$ cat src/shared/mcu_core_pkg.sv
// constants, opcodes and states of the instruction timing core
package mcu_core_pkg;

  localparam int PC_W   = 11;
  localparam int DATA_W = 8;
  localparam int INST_W = 16;

  // instruction cycle phases, four system clocks each cycle
  localparam int           PHASES_PER_CYCLE = 4;
  localparam logic [1:0]   PHASE_FIRST      = 2'h0;
  localparam logic [1:0]   PHASE_FETCH      = 2'h1;
  localparam logic [1:0]   PHASE_READ       = 2'h2;
  localparam logic [1:0]   PHASE_LAST       = 2'h3;

  // reset values and fixed addresses
  localparam logic [10:0]  RESET_VECTOR     = 11'h000;
  localparam logic [15:0]  RESET_INST       = 16'h0000;
  localparam logic [7:0]   PCL_ADDR         = 8'h07;
  localparam logic [2:0]   TABLE_PAGE       = 3'h7;
  localparam int           STACK_DEPTH_DEF  = 4;

  // instruction word fields
  localparam int           OP_MSB           = 15;
  localparam int           OP_LSB           = 11;
  localparam int           TO_ACC_BIT       = 10;
  localparam int           BIT_MSB          = 10;
  localparam int           BIT_LSB          = 8;

  typedef enum logic [4:0] {
    OP_NOP           = 5'h00,
    OP_MOV_A_M       = 5'h01,
    OP_MOV_M_A       = 5'h02,
    OP_MOV_A_X       = 5'h03,
    OP_ADD_A_M       = 5'h04,
    OP_ADD_A_X       = 5'h05,
    OP_SUB_A_M       = 5'h06,
    OP_SUB_A_X       = 5'h07,
    OP_AND_A_M       = 5'h08,
    OP_OR_A_M        = 5'h09,
    OP_XOR_A_M       = 5'h0A,
    OP_COMPLEMENT    = 5'h0B,
    OP_INCREMENT     = 5'h0C,
    OP_DECREMENT     = 5'h0D,
    OP_ROTATE_RIGHT  = 5'h0E,
    OP_ROTATE_RIGHT_C = 5'h0F,
    OP_ROTATE_LEFT   = 5'h10,
    OP_ROTATE_LEFT_C = 5'h11,
    OP_SET_BIT       = 5'h12,
    OP_CLR_BIT       = 5'h13,
    OP_SKIP_ZERO     = 5'h14,
    OP_SKIP_BIT_ZERO = 5'h15,
    OP_SKIP_BIT_SET  = 5'h16,
    OP_JUMP          = 5'h17,
    OP_CALL          = 5'h18,
    OP_RETURN        = 5'h19,
    OP_RETURN_INT    = 5'h1A,
    OP_TABLE_READ    = 5'h1B
  } op_type;

  typedef enum logic [2:0] {
    ST_EXEC  = 3'b001,
    ST_WAIT  = 3'b010,
    ST_TABLE = 3'b100
  } cycle_state_type;

endpackage

$ cat src/hdl/mcu_instruction_timing.sv
// instruction sequencing and execution core of a small 8-bit controller
`timescale 1ns/10ps
`default_nettype none
module mcu_instruction_timing
  import mcu_core_pkg::*;
#(
  parameter int STACK_DEPTH = STACK_DEPTH_DEF
) (
  // clock and reset
  input  wire logic              clk_in,
  input  wire logic              rst_in,
  // program memory
  output logic      [PC_W-1:0]   prog_addr_out,
  input  wire logic [INST_W-1:0] prog_data_in,
  // data memory
  output logic      [DATA_W-1:0] dmem_addr_out,
  output logic      [DATA_W-1:0] dmem_wdata_out,
  output logic                   dmem_we_out,
  input  wire logic [DATA_W-1:0] dmem_rdata_in,
  // core state
  output logic      [DATA_W-1:0] acc_out,
  output logic                   carry_out,
  output logic                   zero_out,
  output logic                   global_interrupt_enable_out,
  output logic                   cycle_start_out
);

  localparam int               SP_W   = (STACK_DEPTH > 1) ? $clog2(STACK_DEPTH) : 1;
  localparam logic [SP_W-1:0]  SP_ONE = SP_W'(1);

  function automatic logic [7:0] bit_mask(input logic [2:0] idx);
    bit_mask = 8'h01 << idx;
  endfunction

  // returns {carry, result}
  function automatic logic [8:0] rotate(input logic [7:0] v, input logic c,
                                        input logic left, input logic thru);
    logic [8:0] r;
    r = 9'h000;
    if (left) begin
      r = thru ? {v[7], v[6:0], c} : {c, v[6:0], v[7]};
    end else begin
      r = thru ? {v[0], c, v[7:1]} : {c, v[0], v[7:1]};
    end
    rotate = r;
  endfunction

  cycle_state_type  state;
  cycle_state_type  next_state;
  logic [1:0]       phase;
  logic [1:0]       next_phase;
  logic [PC_W-1:0]  pc;
  logic [PC_W-1:0]  next_pc;
  logic [PC_W-1:0]  prog_addr;
  logic [PC_W-1:0]  next_prog_addr;
  logic [INST_W-1:0] inst;
  logic [INST_W-1:0] next_inst;
  logic [7:0]       dmem_addr;
  logic [7:0]       next_dmem_addr;
  logic [7:0]       wdata;
  logic [7:0]       next_wdata;
  logic             we;
  logic             next_we;
  logic [7:0]       operand;
  logic [7:0]       next_operand;
  logic [7:0]       acc;
  logic [7:0]       next_acc;
  logic             carry;
  logic             next_carry;
  logic             zero;
  logic             next_zero;
  logic             gie;
  logic             next_gie;
  logic [SP_W-1:0]  sp;
  logic [SP_W-1:0]  next_sp;
  logic             cstart;
  logic             next_cstart;

  op_type           op;
  logic             exec_last;
  logic [PC_W-1:0]  seq_pc;
  logic [PC_W-1:0]  stack_rd;
  logic [8:0]       sum9;
  logic [8:0]       diff9;
  logic [8:0]       rot9;
  logic [7:0]       src;
  logic [7:0]       res;
  logic             wr_acc;
  logic             wr_mem;
  logic             set_z;
  logic             two;
  logic             unary;

  assign op        = op_type'(inst[OP_MSB:OP_LSB]);
  assign exec_last = (phase == PHASE_LAST) && (state == ST_EXEC);
  assign seq_pc    = pc + 11'h001;
  assign src       = (op == OP_ADD_A_X || op == OP_SUB_A_X) ? inst[7:0] : operand;
  assign sum9      = {1'b0, acc} + {1'b0, src};
  assign diff9     = {1'b0, acc} - {1'b0, src};
  assign rot9      = rotate(operand, carry, op == OP_ROTATE_LEFT || op == OP_ROTATE_LEFT_C,
                            op == OP_ROTATE_RIGHT_C || op == OP_ROTATE_LEFT_C);

  // the return address of a call is written at the same edge that moves the pointer
  return_stack #(
    .DEPTH       (STACK_DEPTH),
    .WIDTH       (PC_W),
    .AW          (SP_W)
  ) u_stack (
    .clk_in      (clk_in),
    .wr_en_in    (exec_last && op == OP_CALL),
    .wr_addr_in  (sp),
    .wr_data_in  (seq_pc),
    .rd_addr_in  (sp - SP_ONE),
    .rd_data_out (stack_rd)
  );

  always_comb begin
    next_phase     = phase + 2'h1;
    next_cstart    = (next_phase == PHASE_FIRST);
    next_state     = state;
    next_pc        = pc;
    next_prog_addr = prog_addr;
    next_inst      = inst;
    next_dmem_addr = dmem_addr;
    next_wdata     = wdata;
    next_we        = 1'b0;
    next_operand   = operand;
    next_acc       = acc;
    next_carry     = carry;
    next_zero      = zero;
    next_gie       = gie;
    next_sp        = sp;
    res            = 8'h00;
    wr_acc         = 1'b0;
    wr_mem         = 1'b0;
    set_z          = 1'b0;
    two            = 1'b0;
    unary          = 1'b0;
    if (phase == PHASE_FETCH && state != ST_TABLE) begin
      next_inst      = prog_data_in;
      next_dmem_addr = prog_data_in[7:0];
    end
    if (phase == PHASE_FETCH && state == ST_TABLE) begin
      next_wdata = prog_data_in[7:0];
    end
    if (phase == PHASE_READ) begin
      next_operand = dmem_rdata_in;
    end
    if (phase == PHASE_LAST) begin
      case (state)
        ST_EXEC: begin
          next_pc = seq_pc;
          case (op)
            OP_MOV_A_M: begin
              res    = operand;
              wr_acc = 1'b1;
            end
            OP_MOV_M_A: begin
              res    = acc;
              wr_mem = 1'b1;
            end
            OP_MOV_A_X: begin
              res    = inst[7:0];
              wr_acc = 1'b1;
            end
            OP_ADD_A_M, OP_ADD_A_X: begin
              res        = sum9[7:0];
              next_carry = sum9[8];
              wr_acc     = 1'b1;
              set_z      = 1'b1;
            end
            OP_SUB_A_M, OP_SUB_A_X: begin
              res        = diff9[7:0];
              next_carry = ~diff9[8];
              wr_acc     = 1'b1;
              set_z      = 1'b1;
            end
            OP_AND_A_M, OP_OR_A_M, OP_XOR_A_M: begin
              res    = (op == OP_AND_A_M) ? (acc & operand) :
                       (op == OP_OR_A_M) ? (acc | operand) : (acc ^ operand);
              wr_acc = 1'b1;
              set_z  = 1'b1;
            end
            OP_COMPLEMENT: begin
              res   = ~operand;
              unary = 1'b1;
              set_z = 1'b1;
            end
            OP_INCREMENT, OP_DECREMENT: begin
              res   = (op == OP_INCREMENT) ? operand + 8'h01 : operand - 8'h01;
              unary = 1'b1;
              set_z = 1'b1;
            end
            OP_ROTATE_RIGHT, OP_ROTATE_LEFT: begin
              res   = rot9[7:0];
              unary = 1'b1;
            end
            OP_ROTATE_RIGHT_C, OP_ROTATE_LEFT_C: begin
              res        = rot9[7:0];
              next_carry = rot9[8];
              unary      = 1'b1;
            end
            OP_SET_BIT: begin
              res    = operand | bit_mask(inst[BIT_MSB:BIT_LSB]);
              wr_mem = 1'b1;
            end
            OP_CLR_BIT: begin
              res    = operand & ~bit_mask(inst[BIT_MSB:BIT_LSB]);
              wr_mem = 1'b1;
            end
            OP_SKIP_ZERO: begin
              two = (operand == 8'h00);
            end
            OP_SKIP_BIT_ZERO: begin
              two = ~operand[inst[BIT_MSB:BIT_LSB]];
            end
            OP_SKIP_BIT_SET: begin
              two = operand[inst[BIT_MSB:BIT_LSB]];
            end
            OP_JUMP: begin
              next_pc = inst[PC_W-1:0];
              two     = 1'b1;
            end
            OP_CALL: begin
              next_pc = inst[PC_W-1:0];
              next_sp = sp + SP_ONE;
              two     = 1'b1;
            end
            OP_RETURN, OP_RETURN_INT: begin
              next_pc = stack_rd;
              next_sp = sp - SP_ONE;
              two     = 1'b1;
              if (op == OP_RETURN_INT) begin
                next_gie = 1'b1;
              end
            end
            default: begin
            end
          endcase
          // taken skip moves pc on by two; the wait cycle fetches from pc + 2, so the skipped word is never fetched
          if (two && (op == OP_SKIP_ZERO || op == OP_SKIP_BIT_ZERO || op == OP_SKIP_BIT_SET)) begin
            next_pc = pc + 11'h002;
          end
          if (unary) begin
            wr_acc = inst[TO_ACC_BIT];
            wr_mem = ~inst[TO_ACC_BIT];
          end
          if (set_z) begin
            next_zero = (res == 8'h00);
          end
          if (wr_acc) begin
            next_acc = res;
          end
          if (wr_mem) begin
            next_wdata = res;
            next_we    = 1'b1;
            if (dmem_addr == PCL_ADDR) begin
              next_pc = {pc[PC_W-1:8], res};
              two     = 1'b1;
            end
          end
          if (op == OP_TABLE_READ) begin
            next_prog_addr = {TABLE_PAGE, acc};
            next_state     = ST_TABLE;
          end else begin
            next_prog_addr = next_pc;
            next_state     = two ? ST_WAIT : ST_EXEC;
          end
        end
        ST_TABLE: begin
          next_we        = 1'b1;
          next_prog_addr = pc;
          next_state     = ST_EXEC;
        end
        default: begin
          next_state = ST_EXEC;
        end
      endcase
    end
  end

  always_ff @(posedge clk_in) begin
    if (rst_in) begin
      phase     <= PHASE_FIRST;
      cstart    <= 1'b1;
      state     <= ST_EXEC;
      pc        <= RESET_VECTOR;
      prog_addr <= RESET_VECTOR;
      inst      <= RESET_INST;
      dmem_addr <= 8'h00;
      wdata     <= 8'h00;
      we        <= 1'b0;
      operand   <= 8'h00;
      acc       <= 8'h00;
      carry     <= 1'b0;
      zero      <= 1'b0;
      gie       <= 1'b0;
      sp        <= '0;
    end else begin
      phase     <= next_phase;
      cstart    <= next_cstart;
      state     <= next_state;
      pc        <= next_pc;
      prog_addr <= next_prog_addr;
      inst      <= next_inst;
      dmem_addr <= next_dmem_addr;
      wdata     <= next_wdata;
      we        <= next_we;
      operand   <= next_operand;
      acc       <= next_acc;
      carry     <= next_carry;
      zero      <= next_zero;
      gie       <= next_gie;
      sp        <= next_sp;
    end
  end

  assign prog_addr_out               = prog_addr;
  assign dmem_addr_out               = dmem_addr;
  assign dmem_wdata_out              = wdata;
  assign dmem_we_out                 = we;
  assign acc_out                     = acc;
  assign carry_out                   = carry;
  assign zero_out                    = zero;
  assign global_interrupt_enable_out = gie;
  assign cycle_start_out             = cstart;

  a_phase_step: assert property (
    @(posedge clk_in) disable iff (rst_in)
    (phase == PHASE_LAST) |=> (phase == PHASE_FIRST) ##1 (phase == PHASE_FETCH)
      ##1 (phase == PHASE_READ) ##1 (phase == PHASE_LAST))
    else $error("phase does not count four clocks");

  a_plain_one: assert property (
    @(posedge clk_in) disable iff (rst_in)
    (exec_last && op == OP_MOV_A_M) |=> (state == ST_EXEC) [*4])
    else $error("move took more than one cycle");

  a_jump_two: assert property (
    @(posedge clk_in) disable iff (rst_in)
    (exec_last && op == OP_JUMP) |=> (pc == $past(inst[PC_W-1:0])) ##0 (state == ST_WAIT) [*4]
      ##1 (state == ST_EXEC))
    else $error("jump did not take two cycles");

  a_pcl_write: assert property (
    @(posedge clk_in) disable iff (rst_in)
    (exec_last && op == OP_MOV_M_A && dmem_addr == PCL_ADDR)
      |=> (state == ST_WAIT && pc[7:0] == $past(acc) && prog_addr == pc))
    else $error("low counter write did not jump");

  a_skip_taken: assert property (
    @(posedge clk_in) disable iff (rst_in)
    (exec_last && op == OP_SKIP_ZERO && operand == 8'h00)
      |=> (state == ST_WAIT && pc == $past(pc) + 11'h002))
    else $error("taken skip wrong");

  a_skip_not: assert property (
    @(posedge clk_in) disable iff (rst_in)
    (exec_last && op == OP_SKIP_BIT_SET && !operand[inst[BIT_MSB:BIT_LSB]])
      |=> (state == ST_EXEC && pc == $past(pc) + 11'h001))
    else $error("untaken skip wrong");

  a_add_carry: assert property (
    @(posedge clk_in) disable iff (rst_in)
    (exec_last && op == OP_ADD_A_X)
      |=> (carry == (({1'b0, $past(acc)} + {1'b0, $past(inst[7:0])}) > 9'h0FF)))
    else $error("add carry wrong");

  a_logic_zero: assert property (
    @(posedge clk_in) disable iff (rst_in)
    (exec_last && op == OP_XOR_A_M) |=> (zero == (acc == 8'h00)))
    else $error("zero flag wrong after logic");

  a_bit_rmw: assert property (
    @(posedge clk_in) disable iff (rst_in)
    (exec_last && op == OP_SET_BIT) |=> (dmem_we_out
      && dmem_wdata_out == ($past(operand) | bit_mask($past(inst[BIT_MSB:BIT_LSB])))))
    else $error("bit set changed other bits");

  a_call_push: assert property (
    @(posedge clk_in) disable iff (rst_in)
    (exec_last && op == OP_CALL) |=> (sp == $past(sp) + SP_ONE) ##4 (stack_rd == $past(pc, 5) + 11'h001))
    else $error("call did not save return address");

  a_ret_enable: assert property (
    @(posedge clk_in) disable iff (rst_in)
    (exec_last && op == OP_RETURN) |=> $stable(gie))
    else $error("plain return changed global enable");

  a_return_from_interrupt_enable: assert property (
    @(posedge clk_in) disable iff (rst_in)
    (exec_last && op == OP_RETURN_INT) |=> gie)
    else $error("interrupt return left enable clear");

  a_reset_start: assert property (
    @(posedge clk_in)
    rst_in |=> (phase == PHASE_FIRST && prog_addr == RESET_VECTOR && state == ST_EXEC))
    else $error("reset did not restart core");

endmodule
`default_nettype wire

$ cat src/hdl/return_stack.sv
// small return address memory with registered read data
`timescale 1ns/10ps
`default_nettype none
module return_stack #(
  parameter int DEPTH = 4,
  parameter int WIDTH = 11,
  parameter int AW    = 2
) (
  // clock
  input  wire logic             clk_in,
  // write side
  input  wire logic             wr_en_in,
  input  wire logic [AW-1:0]    wr_addr_in,
  input  wire logic [WIDTH-1:0] wr_data_in,
  // read side
  input  wire logic [AW-1:0]    rd_addr_in,
  output logic      [WIDTH-1:0] rd_data_out
);

  logic [WIDTH-1:0] mem [DEPTH];

  // no reset on the array; read data is only used after a push
  always_ff @(posedge clk_in) begin
    if (wr_en_in) begin
      mem[wr_addr_in] <= wr_data_in;
    end
    rd_data_out <= mem[rd_addr_in];
  end

endmodule
`default_nettype wire

$ cat config.mk
export PLATFORM = sky130hd
export DESIGN_NAME = mcu_instruction_timing
export DESIGN_NICKNAME = d
export VERILOG_FILES = /design/src/shared/mcu_core_pkg.sv /design/src/hdl/mcu_instruction_timing.sv /design/src/hdl/return_stack.sv
export SDC_FILE = /design/constraint.sdc
export NUM_CORES = 1
export LEC_CHECK = 0
export ABC_AREA = 1
export BUFFER_PORTS_ARGS = -buffer_cell sky130_fd_sc_hd__clkbuf_2
export CAP_MARGIN = 20
export CORE_MARGIN = 3
export CORE_UTILIZATION = 66
export CTS_CLUSTER_SIZE = 14
export DETAILED_ROUTE_END_ITERATION = 10
export PLACE_DENSITY = 0.93
export SLEW_MARGIN = 10
export SYNTH_ARGS = -nofsm -noshare
export SYNTH_HDL_FRONTEND = slang
export SYNTH_HIERARCHICAL = 1
export SYNTH_SLANG_ARGS = --single-unit
export TNS_END_PERCENT = 30
$ cat constraint.sdc
create_clock -name clk_in -period 7.6 [get_ports clk_in]
set_clock_uncertainty 0.1 [all_clocks]
set_input_delay 0.76 -clock clk_in [delete_from_list [all_inputs] [get_ports clk_in]]
set_output_delay 0.76 -clock clk_in [all_outputs]
set_load 0.01 [all_outputs]
# Word level (Yosys, flattened, before mapping)
# Memories as Yosys holds them, arrays and structs flattened. A register that Yosys moved wholly into a read port is not among the register bits.
# Cells that the tools add are included.
# Widths: inputs -> output; s select.
[word_totals] regBits=82 latchBits=0 ram_bits=44 rom_bits=0 inputBits=26 output_inout_bits=40 wordCells=162 n_memories=1
[op_classes] addsub=9 mul=0 n_div=0 n_lt_le_gt_ge=1 n_eq_ne=35 n_shift=1 n_mux=52 bitwise_logic=11 n_reduce_logical=37
[mem_list] name="u_stack.mem" words=4 width=11 rd=1 rd_clocked_by_memory_dff=1 wr=1 line_no="return_stack.sv:20" text="logic [WIDTH-1:0] mem [DEPTH];"
[ops] op="$pmux 8 s11" count=1
[ops] op="$mux 8" count=10
[ops] op="$eq 5x5->1 const B" count=12
[ops] op="$mux 11" count=4
[ops] op="$pmux 11 s2" count=2
[ops] op="$eq 5x4->1 const B" count=8
[ops] op="$mux 9" count=3
[ops] op="$mux 1" count=24
[ops] op="$eq 5x3->1 const B" count=4
[ops] op="$and 8x8->8" count=2
[ops] op="$logic_not 8->1" count=2
[ops] op="$not 8->8" count=2
[ops] op="$or 8x8->8" count=2
[ops] op="$reduce_or 2->1" count=7
[ops] op="$add 11x1->11 const B" count=1
[ops] op="$add 11x2->11 const B" count=1
[ops] op="$eq 5x2->1 const B" count=2
[ops] op="$reduce_or 10->1" count=1
[ops] op="$add 8x8->9" count=1
[ops] op="$reduce_and 3->1" count=3
[ops] op="$reduce_or 9->1" count=1
[ops] op="$sub 8x8->9" count=1
[ops] op="$add 8x1->8 const B" count=1
[ops] op="$eq 8x3->1 const B" count=1
[ops] op="31 further kinds" count=50

# Logic depth before layout (Yosys ltp)
[logic_depth] ltp_word=14 depth_mapped=24 ltp_nobuf=23

# Cells and area by module
# The synthesis kept the hierarchy.
[by_module_without_submodules] module="mcu_instruction_timing" n_inst=1 cells_each=1129 area_per_inst_um2=6775.2 seq_area_each_um2=1481.4
[by_module_without_submodules] module="return_stack" n_inst=1 cells_each=191 area_per_inst_um2=2108.3 seq_area_each_um2=1541.5

# Least setup slack after synthesis
# No wires, ideal clock.
[synth_path] path_kind="reg-to-reg" from="register inst[13]" to="register zero, in the netlist zero_out" setup_ps=70 t_arrival_ps=3061 required_time_ps=7430 setup_slack_ps=4369 stages_incl_launch_ff=23 path_cell_list="dfxtp_1 > inv_2 > nor2_2 > nand2_1 > inv_1 > nand2_1 > clkbuf_1 > o21ai_0 > ha_1 > inv_1 > fa_1 > inv_1 > nand3_1 > nand2_1 > nand2_1 > nand3_1 > nand2_1 > nand3b_1 > nor2_2 > nand3_1 > nor2_1 > nand3_1 > a21oi_1"
[synth_between] elab_chain_len=8 elab_cells_between_ends=45 cone_classes="add/sub: 2; eq/ne: 19; mux: 13; reduce/logical: 11"
[synth_lines] element="start: declaration" line_no="mcu_instruction_timing.sv:56" text="logic [INST_W-1:0] inst;"
[synth_lines] element="start signal: assignment" line_no="mcu_instruction_timing.sv:305" text="inst <= next_inst;"
[synth_lines] element="$eq 5x3->1, or another cell as far along" line_no="mcu_instruction_timing.sv:97, mcu_instruction_timing.sv:153"
[synth_lines] element="$logic_or 1x1->1, on equally long branches" line_no="mcu_instruction_timing.sv:97, mcu_instruction_timing.sv:101"
[synth_lines] element="$mux 8, or another cell as far along" line_no="mcu_instruction_timing.sv:97" text="assign src = (op == OP_ADD_A_X || op == OP_SUB_A_X) ? inst[7:0] : operand;"
[synth_lines] element="$sub 8x8->9, or another cell as far along" line_no="mcu_instruction_timing.sv:99" text="assign diff9 = {1'b0, acc} - {1'b0, src};"
[synth_lines] element="$pmux 8 s11" line_no="mcu_instruction_timing.sv:153" text="case (op)"
[synth_lines] element="$mux 8" line_no="mcu_instruction_timing.sv:150" text="case (state)"
[synth_lines] element="$mux 8" line_no="mcu_instruction_timing.sv:149" text="if (phase == PHASE_LAST) begin"
[synth_lines] element="$logic_not 8->1" line_no="mcu_instruction_timing.sv:249" text="next_zero = (res == 8'h00);"
[synth_lines] element="end signal: assignment" line_no="mcu_instruction_timing.sv:312" text="zero <= next_zero;"
[synth_lines] element="end: declaration" line_no="mcu_instruction_timing.sv:70" text="logic zero;"
# Parallel ways exist; a longest one is shown, timed or not. The select of a mux whose other input is x is not followed.
# A chain may end at the register's enable or synchronous reset.

# Final worst setup path
[layout_path] from="register inst[15]" to="register prog_addr[6], in the netlist prog_addr_out[6]"
[layout_between] elab_chain_len=11 elab_cells_between_ends=68 cone_classes="add/sub: 2; eq/ne: 27; mux: 24; reduce/logical: 15"
[layout_lines] element="$eq 5x3->1, or another cell as far along" line_no="mcu_instruction_timing.sv:97, mcu_instruction_timing.sv:153"
[layout_lines] element="$logic_or 1x1->1, or another cell as far along" line_no="mcu_instruction_timing.sv:97"
[layout_lines] element="$mux 8, or another cell as far along" line_no="mcu_instruction_timing.sv:97"
[layout_lines] element="$sub 8x8->9, or another cell as far along" line_no="mcu_instruction_timing.sv:99"
[layout_lines] element="$pmux 8 s11 or $mux 1 (tied branches)" line_no="mcu_instruction_timing.sv:153, mcu_instruction_timing.sv:149"
[layout_lines] element="$mux 8, or another cell as far along" line_no="mcu_instruction_timing.sv:150"
[layout_lines] element="$mux 8, or another cell as far along" line_no="mcu_instruction_timing.sv:149"
[layout_lines] element="$mux 11 or $mux 1 (tied branches)" line_no="mcu_instruction_timing.sv:257, mcu_instruction_timing.sv:149"
[layout_lines] element="$mux 11" line_no="mcu_instruction_timing.sv:254" text="if (wr_mem) begin"
[layout_lines] element="$mux 11 (*)" line_no="mcu_instruction_timing.sv:262" text="if (op == OP_TABLE_READ) begin"
[layout_lines] element="$pmux 11 s2 (*)" line_no="mcu_instruction_timing.sv:150"
[layout_lines] element="end signal: assignment" line_no="mcu_instruction_timing.sv:304" text="prog_addr <= next_prog_addr;"
[layout_lines] element="end: declaration" line_no="mcu_instruction_timing.sv:54" text="logic [PC_W-1:0] prog_addr;"
# Mark *: on every way between the ends. The rest lies on a longest branch, timed or not. The select of a mux whose other input is x is not followed.

==> impl_metrics.tcl <==
set metrics [dict create \
    dieArea_um2 14900 \
    htree_num_levels 4 \
    dieHeight_um 122 \
    path_class "register to register" \
    synth_top_area_cell "dfxtp_1" \
    ctsHoldBuffers 0 \
    drv_cap 0 \
    hold_viol_final 0 \
    cts_tree "built" \
    clock_latency_ns 0.43 \
    portBuffers 65 \
    vias 9401 \
    nFillCells 947 \
    ioPinCount 66 \
    final_cells 1542 \
    hp-class "register to register" \
    grt_first_pass_wirelength_um 44900 \
    wl_per_cell_um 19.0 \
    synth-edff-count 44 \
    hpwl_um 20800 \
    cts_sinks 129 \
    ys_seq_area_share_pct 34.0 \
    start_util_pct 69.0 \
    cp.arrival_ns 4.20 \
    cp-end-kind "register" \
    clk_pin_slew_ns 0.06 \
    syn_area_um2 8880 \
    finalSetupViolations 0 \
    fmax_ghz 0.251 \
    wl_um 29200 \
    layout-drive-gt1-share_pct 10.4 \
    post_cts_resized 0 \
    yosys_warnings 6 \
    crit_path_start_kind "register" \
    worst_pin_slew_ns 0.863 \
    max-clock-path-buffers 2 \
    synth_ff_type "dfxtp_1" \
    max-slew-margin-rel_pct 42.0 \
    placedCellCount 1510 \
    synthArstFlopShare_pct 0 \
    n_antenna_cell 0 \
    antenna_found_initial 0 \
    coreArea_um2 12900 \
    slew_viol_final 0 \
    ys_seq_elements 129 \
    area_delta_synth_final_pct 9.96 \
    min_period_ns 3.99 \
    vdd_ir_drop_max_uv 195 \
    via_per_inst 6.10 \
    synthTopCellsByCount "nand2_1, inv_1, nand3_1" \
    finalCritPeriodShare_pct 52.5 \
    post-cts-setup-buffers 0 \
    drt_iter0_markers 1614 \
    grt-ovfl-total 0 \
    synth_nets 1395 \
    rsz0062_at_grt "false" \
    p_per_area_nw_per_um2 200 \
    avgSynthCellArea_um2 6.73 \
    rows 41 \
    synth_top_area_share_pct 19.2 \
    track_usage_pct 39.5 \
    grt_max_degree 40 \
    final_nets 1432 \
    crit_fanout 16 \
    drt-pass1-iter-count 7 \
    postRouteAntennaNets 0 \
    numCtsBuffers 17 \
    totalNegativeSetupSlack_ns 0 \
    synth_cell_types 43 \
    cts-root-buf "clkbuf_16" \
    status "finished clean" \
    first_global_vias 8263 \
    leakage_nw 4.94 \
    gp_congestion 1.10 \
    synthCells 1320 \
    die_x_um 122 \
    required_ns 7.81 \
    synth_most_common_cell "nand2_1" \
    synth_area_leaders "dfxtp_1, edfxtp_1, nand2_1, inv_1, nand3_1" \
    drc_errors 0 \
]
[worst max-delay path, stage by stage, from the launching register on]
cell     delay (ns)
dfxtp_1        0.63
inv_1          0.30
nand2_1        0.21
inv_1          0.10
nand2_1        0.34
nand2_1        0.08
o21ai_0        0.16
ha_1           0.28
inv_1          0.07
fa_1           0.40
inv_1          0.11
nand4_1        0.13
nand3_1        0.11
nand2_1        0.07
nand3_1        0.07
nand2_1        0.08
inv_1          0.06
nand3_1        0.20
nand2_1        0.15
nand3_1        0.08
nand2_1        0.08
a21oi_1        0.06
[metal layers]
| layer | part of all wire (%) | vias up | GRT usage [%] |
|---|---|---|---|
| met5 | 0 | - | 0 |
| met4 | 3.7 | 0 | 14.4 |
| met3 | 14 | 112 | 12.7 |
| met2 | 43 | 729 | 58.8 |
| met1 | 39 | 4212 | 54.2 |
| li1 | - | 4348 | - |
[report_power, final]
| group | switching, mW | internal, mW |
|---|---|---|
| Combinational | 0.243 | 0.107 |
| Sequential | 0.0462 | 0.735 |
| Clock | 0.319 | 0.503 |
[state kept, by name, summed over array words and instances (netlist names), 2 cells and up]
name                 flops
u_stack/rd_data_out     11
sp                       2
acc_out                  8
state                    3
inst                    16
phase                    2
prog_addr_out           11
operand                  8
pc                      11
u_stack/mem             44
dmem_wdata_out           8
[cell usage in the layout, fill, tap and decap left out, types with 14 or more instances in the layout]
| cell type | count |
|---|---|
| nand2_1 | 347 |
| inv_1 | 205 |
| nand3_1 | 132 |
| o21ai_0 | 108 |
| dfxtp_1 | 85 |
| a21oi_1 | 82 |
| nor2_1 | 76 |
| clkbuf_2 | 65 |
| ha_1 | 46 |
| edfxtp_1 | 44 |
| nand4_1 | 20 |
| clkbuf_16 | 17 |
| o211ai_1 | 14 |
[cell families (layout without fill, tap and decap cells)]
| logic type | count (synthesis) | count (layout) | share of synthesized area [%] |
|---|---|---|---|
| and+or+nand+nor | 624 | 624 | 30.8 |
| DFF | 129 | 129 | 34.0 |
| muxes | 1 | 1 | 0.113 |
| AOI/OAI and AO/OA | 233 | 233 | 14.0 |
| buffers and inverters | 270 | 320 | 12.5 |
| xor gates and xnor gates | 14 | 14 | 1.38 |
| adders and majority gates | 49 | 49 | 7.15 |
[path summary, 6_finish.rpt]
check	slack (ns)	to	cells after the start	startpoint
max	3.61	prog_addr_out[6]	21	inst[15]
min	0.37	prog_addr_out[10]	2	prog_addr_out[10]
max reg2reg	3.61	prog_addr_out[6]	21	inst[15]
min reg2reg	0.37	prog_addr_out[10]	2	prog_addr_out[10]
[area by class of cell]
| type | instances | area (um2) | share of cell area (%) |
|---|---|---|---|
| Multi-Input combinational cell | 921 | 4750 | 48.6 |
| Sequential cell | 129 | 3020 | 30.9 |
| Inverter | 215 | 810 | 8.29 |
| Clock buffer | 21 | 460 | 4.71 |
| Timing Repair Buffer | 73 | 385 | 3.95 |
| Tap cell | 172 | 215 | 2.20 |
| Clock inverter | 11 | 126 | 1.29 |
[metrics by stage]
step                area, um2  power (mW)  hold slack [ns]  utilization, %  setup slack (ns)
floorplan                8880        1.02            0.348               -              4.37
global placement         9180        1.12            0.351            71.3              3.89
detailed placement       9180        1.12            0.361            71.3              3.73
CTS                      9770        1.93            0.370            75.9              3.71
global route             9770        2.02            0.393            75.9              3.24
finish                   9770        1.95            0.369            75.9              3.61
(Power assumes the default switching activity.)
